==> src/logic/fmls_map.svh <==
// Functional notes
// - compatibility address mode ignores low-bit field
// - other modes substitute address bits four..zero
// - burst load fetches halfwords from rsa/rsb address
// - destination registers written base first, ascending
// - base register access stalls four cycles after burst
// - upper group: scoreboard guards later destination registers
// - core stalls on register still being loaded; code stalls the base in any group, later registers only in upper group
// - later registers guaranteed only after base accessed
// - link records structure for later writeback copies
// - data-register store writes halfword at rsa/rsb
// - stores enter write buffer, core keeps running
// - store stalls while four buffer entries occupied
// - selected store: register source, alternate address
// - crc pair stored at holder base plus offset
// - mode zero and select zero equal data store
// - address mode encoding: base, substitute, holder a/b
// - select code: data, three hardware, four crc
// - dma crc start copies link address into holder
`ifndef FMLS_MAP_SVH
`define FMLS_MAP_SVH
`define FMLS_OPC_HI 31
`define FMLS_OPC_LO 26
`define FMLS_OPC_BURST 6'h15
`define FMLS_OPC_STORE 6'h17
`define FMLS_RD_HI 25
`define FMLS_RD_LO 20
`define FMLS_LNK_BIT 19
`define FMLS_ADR_HI 20
`define FMLS_ADR_LO 19
`define FMLS_REG_HI 18
`define FMLS_REG_LO 16
`define FMLS_HW_HI 9
`define FMLS_HW_LO 5
`define FMLS_LSBS_HI 9
`define FMLS_LSBS_LO 5
`define FMLS_ADR_COMPAT 2'h0
`define FMLS_ADR_SUBST 2'h1
`define FMLS_ADR_HOLD_A 2'h2
`define FMLS_ADR_HOLD_B 2'h3
`define FMLS_REG_DATA 3'h0
`define FMLS_HW_MAX 5'h10
`define FMLS_WB_DEPTH 3'h4
`define FMLS_BASE_WAIT 3'h4
`define FMLS_ADDR_RST 20'h0_0000
`endif

==> src/logic/fmls_pkg.sv <==
package fmls_pkg;
  typedef struct packed {
    logic [19:0] addr;
    logic [15:0] data;
  } fmls_wentry_type;

  typedef struct packed {
    logic [15:0] data_reg;
    logic [2:0][15:0] hw;
    logic [3:0][15:0] crc_part;
  } fmls_srcregs_type;

  typedef enum logic [1:0] {
    BURST_IDLE,
    BURST_FETCH,
    BURST_FILL
  } fmls_burst_state_type;
endpackage : fmls_pkg

==> src/logic/fmls_unit.sv <==
`timescale 1ns/1ps
`include "fmls_map.svh"
module fmls_unit (
  // clock and reset
  input wire logic core_clk_in,
  input wire logic nrst_in,
  // instruction issue
  input wire logic issue_valid_in,
  input wire logic [31:0] instr_in,
  input wire logic [15:0] rsa_val_in,
  input wire logic [15:0] rsb_val_in,
  input wire fmls_pkg::fmls_srcregs_type src_regs_in,
  output logic issue_ack_out,
  // register access interlock
  input wire logic acc_valid_in,
  input wire logic [5:0] acc_reg_in,
  output logic acc_grant_out,
  // register file write port
  output logic rf_we_out,
  output logic [5:0] rf_waddr_out,
  output logic [15:0] rf_wdata_out,
  // linked writeback from alu
  input wire logic um_valid_in,
  input wire logic [5:0] um_reg_in,
  input wire logic [15:0] um_data_in,
  output logic um_ack_out,
  // crc holder capture
  input wire logic dma_crc_start_in,
  input wire logic dma_crc_sel_b_in,
  input wire logic [19:0] link_addr_in,
  // fast memory read
  output logic fm_rd_req_out,
  output logic [19:0] fm_rd_addr_out,
  input wire logic fm_rd_valid_in,
  input wire logic [15:0] fm_rd_data_in,
  // fast memory write
  output logic fm_wr_valid_out,
  output fmls_pkg::fmls_wentry_type fm_wr_entry_out,
  input wire logic fm_wr_ready_in,
  // status
  output logic burst_busy_out,
  output logic link_active_out,
  output logic wbuf_full_out
);
  fmls_pkg::fmls_burst_state_type state_q, state_d;
  logic [5:0] rd_q;
  logic [4:0] cnt_q;
  logic [4:0] fetch_left_q;
  logic [19:0] fetch_addr_q;
  logic [4:0] fill_idx_q;
  logic [15:0] pending_q;
  logic [2:0] base_wait_q;
  logic base_seen_q;
  logic link_valid_q;
  logic [19:0] link_base_q;
  logic [19:0] hold_a_q;
  logic [19:0] hold_b_q;
  logic [2:0] wb_wptr_q;
  logic [2:0] wb_rptr_q;
  logic out_valid_q;

  // instruction decode
  wire [5:0] opc = instr_in[`FMLS_OPC_HI:`FMLS_OPC_LO];
  wire is_burst = opc == `FMLS_OPC_BURST;
  wire is_store = opc == `FMLS_OPC_STORE;
  wire [5:0] f_rd = instr_in[`FMLS_RD_HI:`FMLS_RD_LO];
  wire f_lnk = instr_in[`FMLS_LNK_BIT];
  wire [1:0] f_adr = instr_in[`FMLS_ADR_HI:`FMLS_ADR_LO];
  wire [2:0] f_reg = instr_in[`FMLS_REG_HI:`FMLS_REG_LO];
  wire [4:0] f_hw_raw = instr_in[`FMLS_HW_HI:`FMLS_HW_LO];
  wire [4:0] f_lsbs = instr_in[`FMLS_LSBS_HI:`FMLS_LSBS_LO];
  // lengths above sixteen are illegal; capping keeps the scoreboard bounded
  wire [4:0] f_hw = (f_hw_raw > `FMLS_HW_MAX) ? `FMLS_HW_MAX : f_hw_raw;
  wire [19:0] base_addr = {rsa_val_in[3:0], rsb_val_in};

  // write buffer occupancy, output stage counted as an entry
  wire [2:0] wb_cnt = wb_wptr_q - wb_rptr_q;
  wire [2:0] wb_occ = wb_cnt + {2'h0, out_valid_q};
  wire wb_full = wb_occ >= `FMLS_WB_DEPTH;

  // issue acceptance; the cycle after an ack is skipped since valid is still up
  wire issue_open = issue_valid_in & ~issue_ack_out;
  wire take_burst = issue_open & is_burst & (state_q == fmls_pkg::BURST_IDLE);
  wire take_store = issue_open & is_store & ~wb_full;
  wire take_other = issue_open & ~is_burst & ~is_store;
  wire issue_ack_d = take_burst | take_store | take_other;

  // store address selection
  wire [19:0] hi_src = (f_adr == `FMLS_ADR_HOLD_A) ? hold_a_q :
                       (f_adr == `FMLS_ADR_HOLD_B) ? hold_b_q : base_addr;
  wire [19:0] subst_addr = {hi_src[19:5], f_lsbs};
  wire [19:0] st_addr = (f_adr == `FMLS_ADR_COMPAT) ? base_addr : subst_addr;

  // store source selection
  // codes one to three pick the hardware registers; index kept in range for every code
  wire [15:0] hw_pick = (f_reg[1:0] == 2'h1) ? src_regs_in.hw[0] :
                        (f_reg[1:0] == 2'h2) ? src_regs_in.hw[1] : src_regs_in.hw[2];
  wire [15:0] crc_pick = src_regs_in.crc_part[f_reg[1:0]];
  wire [15:0] st_data = (f_reg == `FMLS_REG_DATA) ? src_regs_in.data_reg :
                        f_reg[2] ? crc_pick : hw_pick;

  // scoreboard lookup for a core access
  wire [5:0] acc_off = acc_reg_in - rd_q;
  wire acc_in_win = (acc_off[5:4] == 2'h0) & ({1'b0, acc_off[3:0]} < cnt_q);
  wire acc_is_base = acc_off == 6'h00;
  wire upper_group = rd_q[5:4] == 2'h1;
  wire base_block = (base_wait_q != 3'h0) | pending_q[0];
  // low-group later registers are not guarded; ordering is up to the code
  wire later_block = upper_group &
                     (pending_q[acc_off[3:0]] | (~base_seen_q & (|pending_q)));
  wire acc_blocked = acc_in_win & (acc_is_base ? base_block : later_block);
  wire take_acc = acc_valid_in & ~acc_grant_out & ~acc_blocked;

  // linked writeback address
  wire [5:0] um_off = um_reg_in - rd_q;
  wire um_hit = link_valid_q & (um_off[5:4] == 2'h0) & ({1'b0, um_off[3:0]} < cnt_q);
  wire [19:0] um_addr = link_base_q + {15'h0000, um_off[3:0], 1'b0};
  wire take_um = um_valid_in & ~um_ack_out & ~take_store & ~wb_full;

  // buffer push and pop
  wire push = take_store | (take_um & um_hit);
  fmls_pkg::fmls_wentry_type push_entry;
  assign push_entry.addr = take_store ? st_addr : um_addr;
  assign push_entry.data = take_store ? st_data : um_data_in;
  wire pop = (wb_cnt != 3'h0) & (~out_valid_q | fm_wr_ready_in);
  wire out_valid_d = pop | (out_valid_q & ~fm_wr_ready_in);
  // occupancy after this edge, so the status flag lines up with the stall
  wire [2:0] wb_occ_next = wb_occ + {2'h0, push} - {2'h0, fm_wr_ready_in & out_valid_q};

  // burst fill
  wire fill_hit = fm_rd_valid_in & pending_q[fill_idx_q[3:0]];
  wire fetch_last = fetch_left_q == 5'h01;

  always_comb begin
    state_d = state_q;
    case (state_q)
      fmls_pkg::BURST_IDLE: begin
        if (take_burst && f_hw != 5'h00) begin
          state_d = fmls_pkg::BURST_FETCH;
        end
      end
      fmls_pkg::BURST_FETCH: begin
        if (fetch_last) begin
          state_d = fmls_pkg::BURST_FILL;
        end
      end
      fmls_pkg::BURST_FILL: begin
        if (pending_q == 16'h0000) begin
          state_d = fmls_pkg::BURST_IDLE;
        end
      end
      default: begin
        state_d = fmls_pkg::BURST_IDLE;
      end
    endcase
  end

  always_ff @(posedge core_clk_in) begin
    if (!nrst_in) begin
      state_q <= fmls_pkg::BURST_IDLE;
    end else begin
      state_q <= state_d;
    end
  end

  // burst context
  always_ff @(posedge core_clk_in) begin
    if (!nrst_in) begin
      rd_q <= 6'h00;
      cnt_q <= 5'h00;
      link_valid_q <= 1'b0;
      link_base_q <= `FMLS_ADDR_RST;
    end else if (take_burst) begin
      rd_q <= f_rd;
      cnt_q <= f_hw;
      link_valid_q <= f_lnk;
      link_base_q <= base_addr;
    end
  end

  // fetch sequencer: one read request per cycle, ascending addresses
  always_ff @(posedge core_clk_in) begin
    if (!nrst_in) begin
      fetch_left_q <= 5'h00;
      fetch_addr_q <= `FMLS_ADDR_RST;
    end else if (take_burst) begin
      fetch_left_q <= f_hw;
      fetch_addr_q <= base_addr;
    end else if (state_q == fmls_pkg::BURST_FETCH) begin
      fetch_left_q <= fetch_left_q - 5'h01;
      fetch_addr_q <= fetch_addr_q + 20'h0_0002;
    end
  end

  always_ff @(posedge core_clk_in) begin
    if (!nrst_in) begin
      fm_rd_req_out <= 1'b0;
      fm_rd_addr_out <= `FMLS_ADDR_RST;
    end else begin
      fm_rd_req_out <= state_q == fmls_pkg::BURST_FETCH;
      fm_rd_addr_out <= fetch_addr_q;
    end
  end

  // returned data go to rd, rd+1, ... in arrival order
  always_ff @(posedge core_clk_in) begin
    if (!nrst_in) begin
      rf_we_out <= 1'b0;
      rf_waddr_out <= 6'h00;
      rf_wdata_out <= 16'h0000;
    end else begin
      rf_we_out <= fill_hit;
      rf_waddr_out <= rd_q + {2'h0, fill_idx_q[3:0]};
      rf_wdata_out <= fm_rd_data_in;
    end
  end

  // index only moves on a hit, so stray returns cannot skip a register
  always_ff @(posedge core_clk_in) begin
    if (!nrst_in) begin
      fill_idx_q <= 5'h00;
    end else if (take_burst) begin
      fill_idx_q <= 5'h00;
    end else if (fill_hit) begin
      fill_idx_q <= fill_idx_q + 5'h01;
    end
  end

  // scoreboard: one bit per destination offset
  genvar gi;
  generate
    for (gi = 0; gi < 16; gi++) begin : g_pend
      always_ff @(posedge core_clk_in) begin
        if (!nrst_in) begin
          pending_q[gi] <= 1'b0;
        end else if (take_burst) begin
          pending_q[gi] <= gi < f_hw;
        end else if (fill_hit && fill_idx_q[3:0] == gi) begin
          pending_q[gi] <= 1'b0;
        end
      end
    end
  endgenerate

  // base register hold-off
  always_ff @(posedge core_clk_in) begin
    if (!nrst_in) begin
      base_wait_q <= 3'h0;
    end else if (take_burst && f_hw != 5'h00) begin
      base_wait_q <= `FMLS_BASE_WAIT;
    end else if (base_wait_q != 3'h0) begin
      base_wait_q <= base_wait_q - 3'h1;
    end
  end

  // a new burst forgets any earlier base access
  always_ff @(posedge core_clk_in) begin
    if (!nrst_in) begin
      base_seen_q <= 1'b0;
    end else if (take_burst) begin
      base_seen_q <= 1'b0;
    end else if (take_acc && acc_is_base) begin
      base_seen_q <= 1'b1;
    end
  end

  // handshake pulses, one cycle each
  always_ff @(posedge core_clk_in) begin
    if (!nrst_in) begin
      issue_ack_out <= 1'b0;
    end else begin
      issue_ack_out <= issue_ack_d;
    end
  end

  always_ff @(posedge core_clk_in) begin
    if (!nrst_in) begin
      acc_grant_out <= 1'b0;
    end else begin
      acc_grant_out <= take_acc;
    end
  end

  always_ff @(posedge core_clk_in) begin
    if (!nrst_in) begin
      um_ack_out <= 1'b0;
    end else begin
      um_ack_out <= take_um;
    end
  end

  // crc holders capture the link address as the dma starts
  always_ff @(posedge core_clk_in) begin
    if (!nrst_in) begin
      hold_a_q <= `FMLS_ADDR_RST;
      hold_b_q <= `FMLS_ADDR_RST;
    end else if (dma_crc_start_in) begin
      if (dma_crc_sel_b_in) begin
        hold_b_q <= link_addr_in;
      end else begin
        hold_a_q <= link_addr_in;
      end
    end
  end

  // write buffer pointers and output stage
  always_ff @(posedge core_clk_in) begin
    if (!nrst_in) begin
      wb_wptr_q <= 3'h0;
    end else if (push) begin
      wb_wptr_q <= wb_wptr_q + 3'h1;
    end
  end

  always_ff @(posedge core_clk_in) begin
    if (!nrst_in) begin
      wb_rptr_q <= 3'h0;
    end else if (pop) begin
      wb_rptr_q <= wb_rptr_q + 3'h1;
    end
  end

  always_ff @(posedge core_clk_in) begin
    if (!nrst_in) begin
      out_valid_q <= 1'b0;
    end else begin
      out_valid_q <= out_valid_d;
    end
  end

  // read data register of the buffer memory is the write port itself
  fmls_wbuf_mem u_wbuf (
    .core_clk_in(core_clk_in),
    .nrst_in(nrst_in),
    .we_in(push),
    .waddr_in(wb_wptr_q[1:0]),
    .wdata_in(push_entry),
    .re_in(pop),
    .raddr_in(wb_rptr_q[1:0]),
    .rdata_out(fm_wr_entry_out)
  );

  assign fm_wr_valid_out = out_valid_q;
  assign link_active_out = link_valid_q;

  // status, registered from next-state values so it lines up with the internal state
  always_ff @(posedge core_clk_in) begin
    if (!nrst_in) begin
      burst_busy_out <= 1'b0;
      wbuf_full_out <= 1'b0;
    end else begin
      burst_busy_out <= state_d != fmls_pkg::BURST_IDLE;
      wbuf_full_out <= wb_occ_next >= `FMLS_WB_DEPTH;
    end
  end
endmodule : fmls_unit

==> src/logic/fmls_wbuf_mem.sv <==
`timescale 1ns/1ps
module fmls_wbuf_mem (
  // clock and reset
  input wire logic core_clk_in,
  input wire logic nrst_in,
  // write side
  input wire logic we_in,
  input wire logic [1:0] waddr_in,
  input wire fmls_pkg::fmls_wentry_type wdata_in,
  // read side
  input wire logic re_in,
  input wire logic [1:0] raddr_in,
  output fmls_pkg::fmls_wentry_type rdata_out
);
  fmls_pkg::fmls_wentry_type mem_q [4];

  // array has no reset: entries are only read after being written
  always_ff @(posedge core_clk_in) begin
    if (we_in) begin
      mem_q[waddr_in] <= wdata_in;
    end
  end

  always_ff @(posedge core_clk_in) begin
    if (!nrst_in) begin
      rdata_out <= '0;
    end else if (re_in) begin
      rdata_out <= mem_q[raddr_in];
    end
  end
endmodule : fmls_wbuf_mem

==> config.mk <==
export PLATFORM = sky130hd
export DESIGN_NAME = fmls_unit
export DESIGN_NICKNAME = d
export VERILOG_FILES = /design/src/logic/fmls_pkg.sv /design/src/logic/fmls_unit.sv /design/src/logic/fmls_wbuf_mem.sv
export VERILOG_INCLUDE_DIRS = /design/src /design/src/logic
export SDC_FILE = /design/constraint.sdc
export NUM_CORES = 1
export LEC_CHECK = 0
export ABC_AREA = 1
export BUFFER_PORTS_ARGS = -buffer_cell sky130_fd_sc_hd__buf_2
export CORE_MARGIN = 2
export CORE_UTILIZATION = 55
export DETAILED_ROUTE_END_ITERATION = 10
export MAX_ROUTING_LAYER = met4
export PLACE_DENSITY_LB_ADDON = 0.12
export REMOVE_ABC_BUFFERS = 1
export SLEW_MARGIN = 20
export SYNTH_ARGS = -nofsm -noshare
export SYNTH_HDL_FRONTEND = slang
export SYNTH_HIERARCHICAL = 1
export SYNTH_SLANG_ARGS = --single-unit
export TNS_END_PERCENT = 30
==> constraint.sdc <==
create_clock -name core_clk_in -period 9.75 [get_ports core_clk_in]
set_clock_uncertainty 0.1 [all_clocks]
set_input_delay 0.975 -clock core_clk_in [delete_from_list [all_inputs] [get_ports core_clk_in]]
set_output_delay 0.975 -clock core_clk_in [all_outputs]
set_load 0.01 [all_outputs]
* Word level (Yosys, flattened, before mapping) *
Memories as Yosys holds them, arrays and structs flattened. A register that Yosys moved wholly into a read port is not among the register bits.
Index checks and enable logic that the tools add are counted.

cells by class
  bitwise gates (word level) = 43
  $add $sub $neg = 14
  reductions and logical operators = 54
  order comparisons = 24
  equality and inequality tests = 25
  muxes and demuxes = 61

operator list
  operator                                                              count
  20-bit two-way mux                                                    6
  16-bit two-way mux                                                    6
  4-bit by 5-bit < comparator with 1-bit output, first input constant   8
  2-bit nonzero test                                                    19
  1-bit two-way mux                                                     37
  16-bit binary-select mux with 2-bit select                            1
  4-bit == test, second input constant                                  8
  1-bit bitwise AND                                                     23
  20-bit by 2-bit adder with 20-bit output, second input constant       1
  20-bit by 5-bit adder with 20-bit output                              1
  3-bit by 5-bit < comparator with 1-bit output, first input constant   4
  1-bit logical AND                                                     18
  4-bit by 3-bit == test with 1-bit output, second input constant       4
  16-bit zero test                                                      1
  16-bit OR reduction                                                   1
  5-bit two-way mux                                                     3
  1-bit NOT                                                             13
  6-bit by 5-bit == test with 1-bit output, second input constant       2
  6-bit subtractor                                                      2
  1-bit by 5-bit < comparator with 1-bit output, first input constant   2
  2-bit by 5-bit < comparator with 1-bit output, first input constant   2
  4-bit by 5-bit < comparator with 1-bit output                         2
  4-bit by 5-bit < comparator with 1-bit output, second input constant  2
  1-bit binary-select mux with 4-bit select                             2
  29 further kinds                                                      53

word-level totals
  output and inout bits = 87
  memories kept = 1
  flip-flop bits (word level) = 180
  logic and storage cells = 264
  RAM bits = 144

memories
  name          words  width  read ports  clocked after Yosys merged registers in  wr ports  line                 RTL
  u_wbuf.mem_q  4      36     1           1                                        1         fmls_wbuf_mem.sv:15  fmls_pkg::fmls_wentry_type mem_q [4];

* Longest topological paths before layout *
  word-level depth = 13
  mapped depth = 23

* Cells and area by module *
Netlist, hierarchy kept.

by module, submodules not included
  module         seq. area each (sq um)  cells each  times used  area each (sq um)
  fmls_unit      3383.2                  1480        1           9965.8
  fmls_wbuf_mem  5044.8                  546         1           6754.0

* Worst setup path before layout *
No wires, ideal clock.

  path kind = input to register
  start = in um_reg_in[2]
  end = mem u_wbuf/mem_q[1][0] (netlist name) (enable)
  buffers on the path = 0
  data required time = 9176 ps
  path slack = 3996 ps
  data arrival time = 5180 ps
  library setup time = 474 ps
  cell stages on the path = 16
  cells stage by stage = ha_1 nand2_1 nand2_1 a31oi_1 xor2_1 inv_1 ha_1 nand2_1 nor2_1 nand2_1 o211ai_1 nor3_1 nand3_1 nand2_2 inv_1 nor3_1

between the ends
  word-level cells in the longest chain between the ends = 8

RTL lines
  item                                                                                   line                 RTL
  from (decl)                                                                            fmls_unit.sv:24      input wire logic [5:0] um_reg_in,
  6-bit subtractor *                                                                     fmls_unit.sv:115     wire [5:0] um_off = um_reg_in - rd_q;
  branches (longest 2 deep; another with 4-bit by 5-bit < comparator with 1-bit output)  --
  1-bit bitwise AND *                                                                    fmls_unit.sv:116     wire um_hit = link_valid_q & (um_off[5:4] == 2'h0) & ({1'b0, um_off[3:0]} < cnt_q);
  1-bit bitwise AND *                                                                    fmls_unit.sv:121     wire push = take_store | (take_um & um_hit);
  1-bit OR *                                                                             fmls_unit.sv:121
  via push                                                                               fmls_unit.sv:121
  1-bit two-way mux *                                                                    fmls_wbuf_mem.sv:19  if (we_in) begin
  1-bit two-way mux (implied by the code) *                                              fmls_wbuf_mem.sv:20  mem_q[waddr_in] <= wdata_in;
  to (decl)                                                                              fmls_wbuf_mem.sv:15

Mark *: on every way through the listed nets, which the timed path passes.

* Worst setup path in the final report *
  start = reg wb_rptr_q[0]
  end = reg wbuf_full_out

between the ends
  word-level cells in the longest chain between the ends = 13

RTL lines
  item                                           line                               RTL
  from (decl)                                    fmls_unit.sv:59                    logic [2:0] wb_rptr_q;
  from (signal assigned)                         fmls_unit.sv:319                   wb_rptr_q <= wb_rptr_q + 3'h1;
  3-bit subtractor *                             fmls_unit.sv:77                    wire [2:0] wb_cnt = wb_wptr_q - wb_rptr_q;
  3-bit by 1-bit adder with 3-bit output *       fmls_unit.sv:78                    wire [2:0] wb_occ = wb_cnt + {2'h0, out_valid_q};
  3-bit >= comparator (no line) *                --
  1-bit NOT *                                    fmls_unit.sv:84, fmls_unit.sv:118
  1-bit bitwise AND                              fmls_unit.sv:84                    wire take_store = issue_open & is_store & ~wb_full;
  1-bit NOT                                      fmls_unit.sv:118                   wire take_um = um_valid_in & ~um_ack_out & ~take_store & ~wb_full;
  1-bit bitwise AND (2 in series)                fmls_unit.sv:118
  1-bit bitwise AND                              fmls_unit.sv:121
  1-bit OR *                                     fmls_unit.sv:121
  via push                                       fmls_unit.sv:121
  3-bit by 1-bit adder with 3-bit output *       fmls_unit.sv:128                   wire [2:0] wb_occ_next = wb_occ + {2'h0, push} - {2'h0, fm_wr_ready_in & out_valid_q};
  3-bit by 1-bit subtractor with 3-bit output *  fmls_unit.sv:128
  3-bit >= comparator (no line) *                --
  to (signal assigned)                           fmls_unit.sv:353                   wbuf_full_out <= wb_occ_next >= `FMLS_WB_DEPTH;
  to (decl)                                      fmls_unit.sv:43                    output logic wbuf_full_out

The timed path passes the listed nets; every way through them passes the cells marked *.
A chain may end at the register's enable or synchronous reset.

==> flow_summary.json <==
{
  "synth_cells": 2026,
  "grt_util_all_layers_pct": 29.2,
  "cts_hold_buf": 0,
  "hpwl_um": 32000,
  "synth-edff-count": 144,
  "synthAdderAreaFrac_pct": 3.74,
  "yosysUniqueCellTypes": 54,
  "power_density_mw_per_mm2": 202,
  "synth-compound-area-share_pct": 13.4,
  "die_x_um": 178,
  "maxCapViolCount": 0,
  "cts_buffer_depth": 3,
  "slowest_delay_ns": 0.65,
  "cts_buffers": 38,
  "ys.flop_type": "dfxtp_1",
  "dr.pass1.iters": 8,
  "overflow": 0,
  "worst_slew_pin_slew_ns": 1.09,
  "crit_family": "adder cells",
  "yosys_warnings": 6,
  "hold_violations": 0,
  "synth-seq-cells": 349,
  "netlist_area_mm2": 0.0167,
  "htree_levels": 2,
  "synth-simple-area-share_pct": 23.1,
  "coreArea_mm2": 0.0298,
  "setup_viol": 0,
  "clock-sinks": 349,
  "final.fill_count": 2568,
  "status": "finished, final reports clean",
  "fp-row-count": 63,
  "synthTopCellsByArea": "edfxtp_1, dfxtp_1, nand2_1",
  "hold_class": "reg -> reg",
  "drive_gt1_share_pct": 18.8,
  "synth_top_cell_by_area": "edfxtp_1",
  "fin_crit_sh_pct": 44.6,
  "yosysSeqAreaShare_pct": 50.4,
  "vdd_drop_max_v": 0.000142,
  "final_cell_mix": "nand2_1, buf_2, dfxtp_1",
  "grt_setup_unrepaired": "no",
  "end_kind": "flop",
  "synth_area_per_cell_um2": 8.25,
  "synth_top_area_share_pct": 25.9,
  "boundaryPins": 352,
  "clk_latency_ns": 0.54,
  "via_per_inst": 5.47,
  "post-route-min-period_ns": 4.35,
  "worstSetupPathType": "reg -> reg",
  "leakage_nw": 8.72,
  "crit_chain": "buf_4 -> ha_1 -> fa_1 -> inv_1 -> ha_1 -> inv_1 -> nand2_1 -> nand2_4 -> inv_2 -> nand3_4 -> nand2_2 -> inv_1 -> ha_1 -> inv_1 -> ha_1 -> a31o_2 -> xor2_1 -> o21ai_0 -> a21oi_1",
  "antenna_found_initial": 2,
  "postCtsSetupBuffers": 0,
  "die_area_mm2": 0.0318,
  "final_nets": 2626,
  "async_flop_share_pct": 0,
  "setup_tns_ns": 0,
  "fmax_mhz": 230,
  "first_global_vias": 13843,
  "synth_top_family_by_area": "simple AND/OR/NAND/NOR gates",
  "io_buffers": 323,
  "synthMuxAreaShare_pct": 0,
  "drt_iter0_markers": 1256,
  "synthXorXnorAreaFrac_pct": 1.83,
  "ctsResizeCount": 0,
  "cp_slowest_cell": "buf_4",
  "maxSlewViolCount": 0,
  "wire_per_inst_um": 17.0,
  "maxSlewHeadroom_pct": 27.1,
  "startpoint_type": "flop",
  "crit_fanout": 77,
  "clkTransAtPathRegs_ns": 0.06,
  "grt_first_pass_wirelength_um": 71000,
  "area_delta_synth_final_pct": 17.4,
  "gp_congestion": 0.922,
  "grt_max_degree": 84,
  "cts_root_buf": "clkbuf_16",
  "die_h_um": 178,
  "vias": 14947,
  "crit_buf_inv": 6,
  "start_util_pct": 56.1,
  "cp_data_arrival_time_ns": 4.71,
  "drc": 0,
  "antenna_left": 0,
  "wirelength_um": 46500,
  "required_ns": 10.11,
  "utilization_pct": 65.9,
  "cts_tree": "done",
  "layout_commonest_cell": "nand2_1"
}
[area by class of cell]
class | instances | area (µm²) | share of cell area, %
sequential | 349 | 8430 | 43.0
multi-input combinational | 1401 | 7050 | 35.9
timing repair buffer | 339 | 1740 | 8.86
clock buffer | 55 | 1070 | 5.48
inverter | 185 | 708 | 3.61
tap | 390 | 488 | 2.49
clock inverter | 13 | 131 | 0.669
antenna | 2 | 5.00 | 0.0255
[state kept, by name (all words and copies together) (netlist names), 3 cells and up]
name and cells:
fetch_addr_q 20, u_wbuf/rdata_out 36, rf_waddr_out 6, wb_wptr_q 3, hold_b_q 15, link_base_q 20
fetch_left_q 5, fm_rd_addr_out 20, cnt_q 5, hold_a_q 15, base_wait_q 3, pending_q 16
wb_rptr_q 3, rf_wdata_out 16, u_wbuf/mem_q 144, fill_idx_q 4, rd_q 6
[synthesized netlist by cell type (2+ instances only)]
library cell and count:
o31ai_1 4, nor2_1 186, ha_1 42, a22oi_1 3, o21ai_1 19, dfxtp_1 205
o21ai_2 5, edfxtp_1 144, a31oi_1 32, buf_6 21, nand2_4 2, nor3_1 18
nor4_1 3, o21ai_0 154, o221ai_1 2, o211ai_1 14, nand3b_1 2, nand2_2 2
nand3_2 2, fa_1 5, or2_2 4, nand4_1 5, clkinv_1 4, a21oi_1 116
inv_1 173, nand2_1 511, nor3_2 3, nor2_2 5, nand3_1 175, buf_2 20
buf_4 6, a211oi_1 2, a221oi_1 14, a21oi_2 3, clkbuf_1 42, xor2_1 34
a22o_1 6, inv_2 7, o22ai_1 16
[through the flow]
stage / worst slack (ns) / hold WS, ns / power (W) / instances / cell area (µm²)
2_1_floorplan: 3.20 / 0.307 / 0.00226 / 1935 / 16200
3_3_place_gp: 5.35 / 0.323 / 0.00258 / 2664 / 18400
3_5_place_dp: 5.31 / 0.325 / 0.00261 / 2664 / 18400
4_1_cts: 5.36 / 0.336 / 0.00399 / 2732 / 19600
5_1_grt: 5.04 / 0.347 / 0.00416 / 2734 / 19600
6_report: 5.40 / 0.333 / 0.00396 / 2734 / 19600
[worst reg2reg max path, cell delays in order, from the launching register on]
cell	delay, ns
dfxtp_2	0.31
buf_4	0.65
ha_1	0.31
fa_1	0.44
inv_1	0.07
ha_1	0.16
inv_1	0.04
nand2_1	0.10
nand2_4	0.09
inv_2	0.07
nand3_4	0.38
nand2_2	0.32
inv_1	0.11
ha_1	0.19
inv_1	0.06
ha_1	0.22
a31o_2	0.25
xor2_1	0.17
o21ai_0	0.11
a21oi_1	0.14
[path summary, 6_finish.rpt]
| kind | cells after the start | slack, ns | to | start |
|---|---|---|---|---|
| worst max-delay path | 19 | 5.40 | wbuf_full_out | wb_rptr_q[0] |
| worst min register to register | 2 | 0.33 | fm_rd_addr_out[19] | fetch_addr_q[19] |
| worst min-delay path | 2 | 0.33 | fm_rd_addr_out[19] | fetch_addr_q[19] |
| worst max register to register | 19 | 5.40 | wbuf_full_out | wb_rptr_q[0] |
[per-layer routing]
metal	track usage [%]	part of all wire (%)
met1	36.1	42
met2	50.0	49
met4	9.35	2.6
met3	3.71	7.2
met5	-	0
[logic make-up after synthesis]
group	Yosys count
flip-flops	349
AND/OR/NAND/NOR	923
adder cells (fa/ha/maj)	47
buffers and inverters	276
XOR/XNOR	35
AO/OA/AOI/OAI	396
[report_power, final]
part	total [W]	switching [W]	internal (W)
Clock	0.00138	0.000580	0.000802
Combinational	0.000924	0.000624	0.000300
Sequential	0.00165	0.0000438	0.00161
Total	0.00396	0.00125	0.00271
Power figures use the tool's default switching activity.
